**src/logic/olrc_params.svh**
```systemverilog
// Constants of the open-load response configuration block
`ifndef OLRC_PARAMS_SVH
`define OLRC_PARAMS_SVH

// ==========================================================
// Register map
`define OLRC_CFG_OFFSET      8'h23
`define OLRC_CFG_RESET       8'h00
`define OLRC_RDATA_UNMAPPED  8'h00

// ==========================================================
// Field positions inside the response select field
`define OLRC_RESP_OUTAGE_BIT 1
`define OLRC_RESP_DRIVE_BIT  0

// ==========================================================
// Slave address
`define OLRC_ADDR_PREFIX     2'h1
`define OLRC_FRESH_ADDR      7'h20

// ==========================================================
// Channels
`define OLRC_NUM_CH          12
`define OLRC_CH_ALL_ON       12'hfff
`define OLRC_CH_ALL_OFF      12'h000

`endif

```
**src/logic/olrc_pkg.sv**
```systemverilog
// Types shared by the open-load response configuration block
`include "olrc_params.svh"

package olrc_pkg;

    // ==========================================================
    // Configuration byte layout, bit 7 down to bit 0
    typedef struct packed {
        logic       parity_en;
        logic [1:0] resp_sel;
        logic [4:0] bus_addr;
    } olrc_cfg_t;

    // ==========================================================
    // Register port request
    typedef struct packed {
        logic       wr;
        logic       rd;
        logic [7:0] addr;
        logic [7:0] wdata;
    } olrc_reg_req_t;

    // ==========================================================
    // Per-channel output control
    typedef struct packed {
        logic [`OLRC_NUM_CH-1:0] keep;
        logic [`OLRC_NUM_CH-1:0] recovery;
    } olrc_chan_t;

    // ==========================================================
    // Response state, one-hot
    typedef enum logic [2:0] {
        ST_NORMAL   = 3'h1,
        ST_RECOVER  = 3'h2,
        ST_SHUTDOWN = 3'h4
    } olrc_state_t;

endpackage

```
**src/logic/olrc_chan_gate.sv**
```systemverilog
// Per-channel output gating for the open-load response
`timescale 1ns/1ns
`include "olrc_params.svh"

module olrc_chan_gate
    import olrc_pkg::*;
(
    // Response state
    input  wire olrc_state_t             state,
    // Diagnosis results
    input  wire logic [`OLRC_NUM_CH-1:0] open_fault,
    // Next channel control
    output olrc_chan_t                   nxt_chan
);

    // ==========================================================
    // Channel gating
    genvar i;
    generate
        for (i = 0; i < `OLRC_NUM_CH; i = i + 1) begin : g_ch
            always_comb begin
                nxt_chan.keep[i]     = 1'b1;
                nxt_chan.recovery[i] = 1'b0;
                unique case (state)
                    ST_NORMAL: begin
                        nxt_chan.keep[i]     = 1'b1;
                        nxt_chan.recovery[i] = 1'b0;
                    end
                    ST_RECOVER: begin
                        // Faulty branch keeps current, the rest go off
                        nxt_chan.keep[i]     = open_fault[i]; // RULE6
                        nxt_chan.recovery[i] = open_fault[i]; // RULE6
                    end
                    ST_SHUTDOWN: begin
                        nxt_chan.keep[i]     = 1'b0; // RULE8
                        nxt_chan.recovery[i] = 1'b0;
                    end
                    default: begin
                        nxt_chan.keep[i]     = 1'b0;
                        nxt_chan.recovery[i] = 1'b0;
                    end
                endcase
            end
        end
    endgenerate

endmodule

```
**src/logic/olrc_top.sv**
```systemverilog
// Open-load diagnosis response, fault flag and slave address configuration
//
// What this block does
// RULE1 - Config byte at 0x23, read/write, resets 0x00
// RULE2 - Bit 7 enables bus parity check
// RULE3 - Upper select bit 0: recovery, lower drives flag
// RULE4 - Upper select bit 1: outage, lower drives flag
// RULE5 - Recovery diagnoses only while power good
// RULE6 - Recovery keeps faulty branch, others off
// RULE7 - Fault gone: outputs return to normal
// RULE8 - External flag in recovery: off, low power
// RULE9 - Power good low in recovery: ignore flag and diagnosis
// RULE10 - Outage diagnoses, regulation stays unchanged
// RULE11 - Outage ignores external flag assertion
// RULE12 - Slave address is 01 plus five bits
// RULE13 - Unprogrammed device answers address 0100000
// RULE14 - Driven modes pull flag low on fault
`timescale 1ns/1ns
`include "olrc_params.svh"

module olrc_top
    import olrc_pkg::*;
(
    // Clock and reset
    input  wire logic                    sys_clk,
    input  wire logic                    rst_n,
    // Register port
    input  wire olrc_reg_req_t           reg_req,
    output logic [7:0]                   reg_rdata,
    output logic                         reg_rvalid,
    output logic                         reg_hit,
    // Bus address check
    input  wire logic [6:0]              addr_probe,
    input  wire logic                    addr_probe_valid,
    output logic [6:0]                   slave_addr,
    output logic                         addr_match,
    output logic                         bus_parity_check_enable,
    // Diagnosis and supply
    input  wire logic                    power_good_input,
    input  wire logic [`OLRC_NUM_CH-1:0] open_fault,
    output logic                         diag_active,
    // Fault flag pin, open drain, asserted low
    input  wire logic                    fault_flag_line_in,
    output logic                         fault_flag_line_out,
    output logic                         fault_flag_line_oe_n,
    // Output stage control
    output olrc_chan_t                   chan_ctrl,
    output logic                         low_power_mode
);

    // ==========================================================
    // Configuration register
    olrc_cfg_t  cfg_ff;
    olrc_cfg_t  nxt_cfg;
    logic [7:0] rdata_ff;
    logic [7:0] nxt_rdata;
    logic       rvalid_ff;
    logic       nxt_rvalid;
    logic       programmed_ff;
    logic       nxt_programmed;
    logic       cfg_sel;

    assign cfg_sel = (reg_req.addr == `OLRC_CFG_OFFSET);
    assign reg_hit = cfg_sel & (reg_req.wr | reg_req.rd);

    always_comb begin
        nxt_cfg        = cfg_ff;
        nxt_programmed = programmed_ff;
        nxt_rdata      = rdata_ff;
        nxt_rvalid     = reg_req.rd;
        if (reg_req.wr && cfg_sel) begin
            nxt_cfg        = reg_req.wdata; // RULE1
            nxt_programmed = 1'b1;
        end
        if (reg_req.rd) begin
            nxt_rdata = cfg_sel ? cfg_ff : `OLRC_RDATA_UNMAPPED; // RULE1
        end
    end

    always_ff @(posedge sys_clk or negedge rst_n) begin
        if (!rst_n) begin
            cfg_ff        <= `OLRC_CFG_RESET; // RULE1
            rdata_ff      <= `OLRC_RDATA_UNMAPPED;
            rvalid_ff     <= 1'b0;
            programmed_ff <= 1'b0;
        end else begin
            cfg_ff        <= nxt_cfg;
            rdata_ff      <= nxt_rdata;
            rvalid_ff     <= nxt_rvalid;
            programmed_ff <= nxt_programmed;
        end
    end

    assign reg_rdata  = rdata_ff;
    assign reg_rvalid = rvalid_ff;

    // ==========================================================
    // Mode decode
    logic outage_mode;
    logic recovery_mode;
    logic flag_drive_cfg;

    assign outage_mode             = cfg_ff.resp_sel[`OLRC_RESP_OUTAGE_BIT]; // RULE4
    assign recovery_mode           = ~outage_mode; // RULE3
    assign flag_drive_cfg          = cfg_ff.resp_sel[`OLRC_RESP_DRIVE_BIT]; // RULE3 RULE4
    assign bus_parity_check_enable = cfg_ff.parity_en; // RULE2

    // ==========================================================
    // Slave address and match
    logic match_ff;
    logic nxt_match;

    assign slave_addr = {`OLRC_ADDR_PREFIX, cfg_ff.bus_addr}; // RULE12 RULE13

    always_comb begin
        nxt_match = addr_probe_valid & (addr_probe == slave_addr); // RULE12
    end

    always_ff @(posedge sys_clk or negedge rst_n) begin
        if (!rst_n) begin
            match_ff <= 1'b0;
        end else begin
            match_ff <= nxt_match;
        end
    end

    assign addr_match = match_ff;

    // ==========================================================
    // Fault and flag qualification
    logic flag_drive_ff;
    logic nxt_flag_drive;
    logic any_fault;
    logic fault_seen;
    logic ext_flag;
    logic diag_ff;
    logic nxt_diag;

    assign any_fault = |open_fault;
    // Own drive pulls the line low too, so it is not an outside assertion
    assign ext_flag  = ~fault_flag_line_in & ~flag_drive_ff;
    // Recovery ignores diagnosis results while power good is low
    assign fault_seen = any_fault & (outage_mode | power_good_input); // RULE9 RULE10

    always_comb begin
        nxt_flag_drive = flag_drive_cfg & fault_seen; // RULE14
        nxt_diag       = outage_mode | power_good_input; // RULE5 RULE10
    end

    always_ff @(posedge sys_clk or negedge rst_n) begin
        if (!rst_n) begin
            flag_drive_ff <= 1'b0;
            diag_ff       <= 1'b0;
        end else begin
            flag_drive_ff <= nxt_flag_drive;
            diag_ff       <= nxt_diag;
        end
    end

    assign fault_flag_line_out  = 1'b0;
    assign fault_flag_line_oe_n = ~flag_drive_ff; // RULE14
    assign diag_active          = diag_ff;

    // ==========================================================
    // Response state machine
    olrc_state_t state_ff;
    olrc_state_t nxt_state;
    olrc_chan_t  chan_ff;
    olrc_chan_t  nxt_chan;
    logic        lp_ff;
    logic        nxt_lp;

    always_comb begin
        nxt_state = state_ff;
        if (!recovery_mode || !power_good_input) begin
            nxt_state = ST_NORMAL; // RULE9 RULE10 RULE11
        end else begin
            unique case (state_ff)
                ST_NORMAL: begin
                    if (ext_flag) begin
                        nxt_state = ST_SHUTDOWN; // RULE8
                    end else if (any_fault) begin
                        nxt_state = ST_RECOVER; // RULE6
                    end
                end
                ST_RECOVER: begin
                    if (ext_flag) begin
                        nxt_state = ST_SHUTDOWN; // RULE8
                    end else if (!any_fault) begin
                        nxt_state = ST_NORMAL; // RULE7
                    end
                end
                ST_SHUTDOWN: begin
                    // A fault still present on release goes straight to recovery
                    if (!ext_flag && any_fault) begin
                        nxt_state = ST_RECOVER; // RULE6
                    end else if (!ext_flag) begin
                        nxt_state = ST_NORMAL; // RULE7
                    end
                end
                default: begin
                    nxt_state = ST_NORMAL;
                end
            endcase
        end
        nxt_lp = (nxt_state == ST_SHUTDOWN); // RULE8
    end

    olrc_chan_gate u_chan_gate (
        .state      (nxt_state),
        .open_fault (open_fault),
        .nxt_chan   (nxt_chan)
    );

    always_ff @(posedge sys_clk or negedge rst_n) begin
        if (!rst_n) begin
            state_ff <= ST_NORMAL;
            chan_ff  <= '{keep: `OLRC_CH_ALL_ON, recovery: `OLRC_CH_ALL_OFF};
            lp_ff    <= 1'b0;
        end else begin
            state_ff <= nxt_state;
            chan_ff  <= nxt_chan;
            lp_ff    <= nxt_lp;
        end
    end

    assign chan_ctrl      = chan_ff;
    assign low_power_mode = lp_ff;
endmodule

```
**config.mk**
```make
export PLATFORM = sky130hd
export DESIGN_NAME = olrc_top
export DESIGN_NICKNAME = d
export VERILOG_FILES = /design/src/logic/olrc_pkg.sv /design/src/logic/olrc_chan_gate.sv /design/src/logic/olrc_top.sv
export VERILOG_INCLUDE_DIRS = /design/src /design/src/logic
export SDC_FILE = /design/constraint.sdc
export NUM_CORES = 1
export LEC_CHECK = 0
export ABC_CLOCK_PERIOD_IN_PS = 2000
export CAP_MARGIN = 20
export CORE_MARGIN = 2
export CORE_UTILIZATION = 40
export DETAILED_ROUTE_END_ITERATION = 8
export DONT_BUFFER_PORTS = 1
export SYNTH_ARGS = -nofsm -noshare
export SYNTH_HDL_FRONTEND = slang
export SYNTH_HIERARCHICAL = 1
export SYNTH_SLANG_ARGS = --single-unit
```
**constraint.sdc**
```tcl
create_clock -name sys_clk -period 2 [get_ports sys_clk]
set_input_delay 0.2 -clock sys_clk [delete_from_list [all_inputs] [get_ports sys_clk]]
set_output_delay 0.2 -clock sys_clk [all_outputs]
set_load 0.005 [all_outputs]
```
==> results of run 1 <==
==> sequential cells by signal, summed over array words and instances (netlist names) <==
signal                   count
reg_rvalid                   1
flag_drive_ff                1
addr_match                   1
diag_active                  1
low_power_mode               1
chan_ctrl                   24
slave_addr                   5
bus_parity_check_enable      1
reg_rdata                    8
cfg_ff                       2
state_ff                     3
==> power breakdown <==
part | leakage (nW) | total (mW) | internal, mW | switching, mW
combinational | 0.311 | 0.195 | 0.0945 | 0.100
clock | 0.0645 | 0.745 | 0.441 | 0.304
sequential | 0.617 | 1.16 | 1.11 | 0.0545
total | 0.992 | 2.10 | 1.64 | 0.459
==> final timing paths <==
kind                               start        endpoint  slack, ns  cells after the start
max                          state_ff[1]   chan_ctrl[13]       0.11                      6
min                          reg_req[16]    reg_rdata[1]      0.008                      1
max reg2reg                  state_ff[1]   chan_ctrl[13]       0.11                      6
min reg2reg                flag_drive_ff  low_power_mode       0.53                      1
max in group asynchronous          rst_n     state_ff[0]       1.31                      2
min in group asynchronous          rst_n    reg_rdata[4]       0.39                      2
==> per-layer routing <==
metal  track usage  wire length, um
met1         0.149             1390
met2         0.240             1960
met3        0.0549              278
met4        0.0667               59
met5             0                0
==> timing repair <==
item,CTS,global route
endpoints found under the hold margin,53,1
gates resized for setup,0,2
hold buffers,4,1
endpoints found under the setup margin,0,14
==> kinds of logic (layout without fill, tap and decap cells) <==
kind of cell	count (synthesis)	after routing	synth area share
other	2	3	0.00386
flip-flops	48	48	0.626
XOR/XNOR	6	6	0.0270
AND/OR/NAND/NOR	42	42	0.144
multiplexers	8	8	0.0463
buffers and inverters	23	26	0.0695
AO/OA/AOI/OAI	23	23	0.0830
==> area by class of cell <==
cell class / count / share of cell area
clock inverters: 1 / 0.0140
multi-input cells: 82 / 0.282
clock buffers: 7 / 0.0449
well taps: 54 / 0.0315
flip-flops and latches: 48 / 0.568
inverters: 10 / 0.0175
repair buffers: 8 / 0.0420
==> cell usage after synthesis <==
cell       count
nand4_4        1
nor4b_4        1
nand3_1        2
o22ai_1        8
nand2_1        8
conb_1         2
nor3b_4        1
inv_1         10
a21o_1        12
buf_6          2
nor2_1         5
nand4b_1       1
dfrtp_1       35
and3_1         1
clkbuf_1       2
o2111ai_1      1
nor3b_1        1
buf_4          9
and2_1        13
dfstp_2       13
xor2_1         1
nand4_1        1
xnor2_1        5
or2_2          1
o21bai_1       1
o21ai_0        1
nor4_1         3
nor3b_2        1
nor3_1         2
mux2_2         8
==> stage by stage <==
stage	power (mW)	std cells	worst slack [ns]	hold WS, ns	util
after global routing	2.19	210	0.0354	0.00193	0.457
after detailed placement	1.34	197	0.0989	-0.0948	0.414
after CTS	2.12	209	0.0931	0.000602	0.453
final	2.10	210	0.108	0.00785	0.457
after floorplan	1.32	153	0.267	-0.0956	-
after global placement	1.33	197	0.300	-0.0947	0.414
==> out/metrics.cfg, run 1 <==
[layout]
fin_nets=197
drive_gt1_frac=0.256
multi_input_area_sq_um=606
final_common_cell=dfrtp_1
n_fill_cell=419
seqCellArea_sq_um=1220
fin_area_sq_um=2140
final_cell_mix=dfrtp_1, and2_1, dfstp_2
synthToLayoutAreaGrowth_pct=10.3
antenna_cells=0

[sta]
fmax_ghz=0.529
hold_viol=0
rsz0062_at_grt=false
finalMaxSlewViolations=0
skew_ns=0.0102
fin_tns_setup_ns=0
fin_crit_sh=0.946
post-route-min-period_ns=1.89
finalSetupViolations=0

[die]
initial_core_util=0.414
die_w_um=73.7
chipHeight_um=73.7
dieArea_sq_um=5430
coreArea_sq_um=4690
ios=89
row_count=25

[worst_setup_path]
critPathMaxStageDelay_ns=0.40
crit_type=flip-flop to flip-flop
crit_slowest_cell=dfrtp_1
critPathBufInv=1
crit_family=compound AO/OA/AOI/OAI gates
timing.critical_path.fanout_max=12
crit_path_start_kind=flip-flop
arrival_ns=2.12
end_kind=flip-flop
worstPathCellList=xor2_1 > o2111ai_1 > o21bai_1 > nor3b_2 > buf_4 > a21o_1
crit_required_ns=2.23

[detailed_routing]
drt_wl_total_mm=3.69
vias_per_cell=5.23
drt_iter0_drc=104
vias=1098
drc=0
wire_per_inst_um=17.6
antenna_left=0
drtPass1Iterations=3

[synthesis]
ys_seq_elements=48
netlist_area_sq_um=1940
ys_seq_area_frac=0.626
ys_types=30
netlist_instances=152
synthTopCellsByArea=dfrtp_1, dfstp_2, a21o_1
synth_top_cell_by_area=dfrtp_1
syn_area_per_cell_sq_um=12.8
yosysWarnings=6
yosysTopAreaCellShare=0.450

[cts]
clkSinkCount=48
clk_path_buf_depth=2
root_buffer=clkbuf_8
ctsHtreeMaxLevel=2
post-cts-setup-buffer-count=0
path_clk_slew_ns=0.09
cts_buffers=5
insertion_delay_ns=0.29
cts_tree=yes

[placement]
dp_hpwl_mm=2.72
portBuffers=0
place.gp.congestion=0.698
dpl_cell_area_sq_um=1940

[global_route]
grt_pass1_wl_mm=5.65
grt_pass1_vias=1185
antenna_found_initial=0
grt-ovfl-total=0
track_usage=0.140
grt_max_degree=49

[outcome]
outcome=finished clean

[flow_run]
drv_cap=0

[pwr]
p_leak_nw=0.992
cellPowerDensity_nw_per_um2=980
max-vdd-ir-drop_mv=0.284

[worst_hold_path]
min_path_type=input pin to flip-flop

Note: power is estimated with default switching activity, not from simulation.
==> run 2: changes to the inputs <==
Settings changed: ABC_CLOCK_PERIOD_IN_PS 2000 to 1740.
Clock period 2 ns to 1.74 ns, I/O delays scaled along.
==> out/metrics.cfg, run 2 (synthesized netlist as in run 1, its figures left out) <==
[outcome]
outcome=finished clean

[worst_setup_path]
critPathMaxStageDelay_ns=0.40
crit_family=compound AO/OA/AOI/OAI gates
crit_required_ns=1.97
worstPathCellList=xor2_1 > o2111ai_2 > o21bai_2 > nor3b_4 > buf_12 > and2_1
critPathBufInv=1
worstReg2RegStart=state_ff[1]
end_kind=flip-flop
arrival_ns=1.95
crit_slowest_cell=dfrtp_1
crit_type=flip-flop to flip-flop
timing.critical_path.fanout_max=24
crit_start=state_ff[1]
crit_path_start_kind=flip-flop

[cts]
ctsHtreeMaxLevel=2
root_buffer=clkbuf_8
clkSinkCount=48
post-cts-setup-buffer-count=0
path_clk_slew_ns=0.08
cts_tree=yes
insertion_delay_ns=0.29
cts_buffers=5
clk_path_buf_depth=2

[detailed_routing]
vias_per_cell=5.35
vias=1171
antenna_left=0
drtPass1Iterations=4
drt_wl_total_mm=3.89
drc=0
wire_per_inst_um=17.7
drt_iter0_drc=68

[layout]
largest_reg_flops=24
final_common_cell=dfrtp_1
synthToLayoutAreaGrowth_pct=14.4
n_fill_cell=418
antenna_cells=0
fin_area_sq_um=2220
fin_nets=206
layout.cells.non_filler=219
drive_gt1_frac=0.248
final_cell_mix=dfrtp_1, and2_1, dfstp_2, dlygate4sd3_1, a21o_1
fin_util=0.474

[die]
die_w_um=73.7
coreArea_sq_um=4690
row_count=25
chipHeight_um=73.7
dieArea_sq_um=5430
ios=89
initial_core_util=0.414

[sta]
fmax_ghz=0.580
hold_viol=0
finalMaxSlewViolations=0
fin_tns_setup_ns=0
setup_slack_ns=0.0147
rsz0062_at_grt=true
fin_crit_sh=0.992
post-route-min-period_ns=1.73
skew_ns=0.00490
finalSetupViolations=0
holdWs_ns=0.00834

[worst_hold_path]
hold_start=open_fault[3]
min_path_type=input pin to flip-flop

[global_route]
antenna_found_initial=0
grt-ovfl-total=0
grt_max_degree=49
track_usage=0.145
grt_pass1_vias=1242
grt_pass1_wl_mm=5.87

[placement]
portBuffers=0
placedCellCount=197
place.gp.congestion=0.694
dpl_cell_area_sq_um=1950
dp_hpwl_mm=2.82
place_ws_ns=-0.169

[pwr]
p_leak_nw=1.02
power_mw=2.25
cellPowerDensity_nw_per_um2=1010
max-vdd-ir-drop_mv=0.340

[flow_run]
drv_cap=0

-- run 2: cell types whose count changed in the layout (fill, tap and decap cells not counted) --
cell,delta
o21ai_0,-1
buf_12,+1
bufinv_16,-1
o2111ai_1,-1
clkinvlp_4,+1
o21ai_1,+1
clkbuf_1,+1
o2111ai_2,+1
buf_4,-1
o21bai_2,+1
o21bai_1,-1
clkbuf_8,-1
dlygate4sd3_1,+9
-- run 2: timing repair --
item,in CTS,in global routing
endpoints found under the setup margin,24,24
hold buffers,13,1
pin swaps,0,2
gates resized for setup,5,0
endpoints found under the hold margin,70,1
-- run 2: worst paths after layout --
kind	to	slack, ns	cells past startpoint
min in group asynchronous	reg_rdata[4]	0.37	2
worst min-delay path	chan_ctrl[3]	0.008	1
worst max-delay path	chan_ctrl[1]	0.01	6
worst max register to register	chan_ctrl[1]	0.01	6
max in group asynchronous	chan_ctrl[12]	1.10	2
worst min register to register	low_power_mode	0.54	1
-- run 2: metal layers --
metal  global-route usage  wire, um  vias up
met1                0.156      1500      606
met4               0.0747        76        0
met5                    0         0        -
met2                0.261      2120       39
li1                     -         -      519
met3               0.0370       185        7
-- run 2: power breakdown --
| part | internal, mW | leakage [nW] | total (mW) | switching (mW) |
|---|---|---|---|---|
| clock network | 0.323 | 0.0445 | 0.663 | 0.340 |
| registers | 1.27 | 0.617 | 1.34 | 0.0635 |
| logic | 0.129 | 0.355 | 0.255 | 0.126 |
-- run 2: cell type report --
type | instances | area (sq um) | share of cell area
Clock inverter | 1 | 7.51 | 0.00337
Timing Repair Buffer | 17 | 193 | 0.0866
Clock buffer | 7 | 86.3 | 0.0388
Multi-Input combinational cell | 82 | 616 | 0.277
Inverter | 10 | 37.5 | 0.0169
Sequential cell | 48 | 1220 | 0.547
Tap cell | 54 | 67.6 | 0.0304
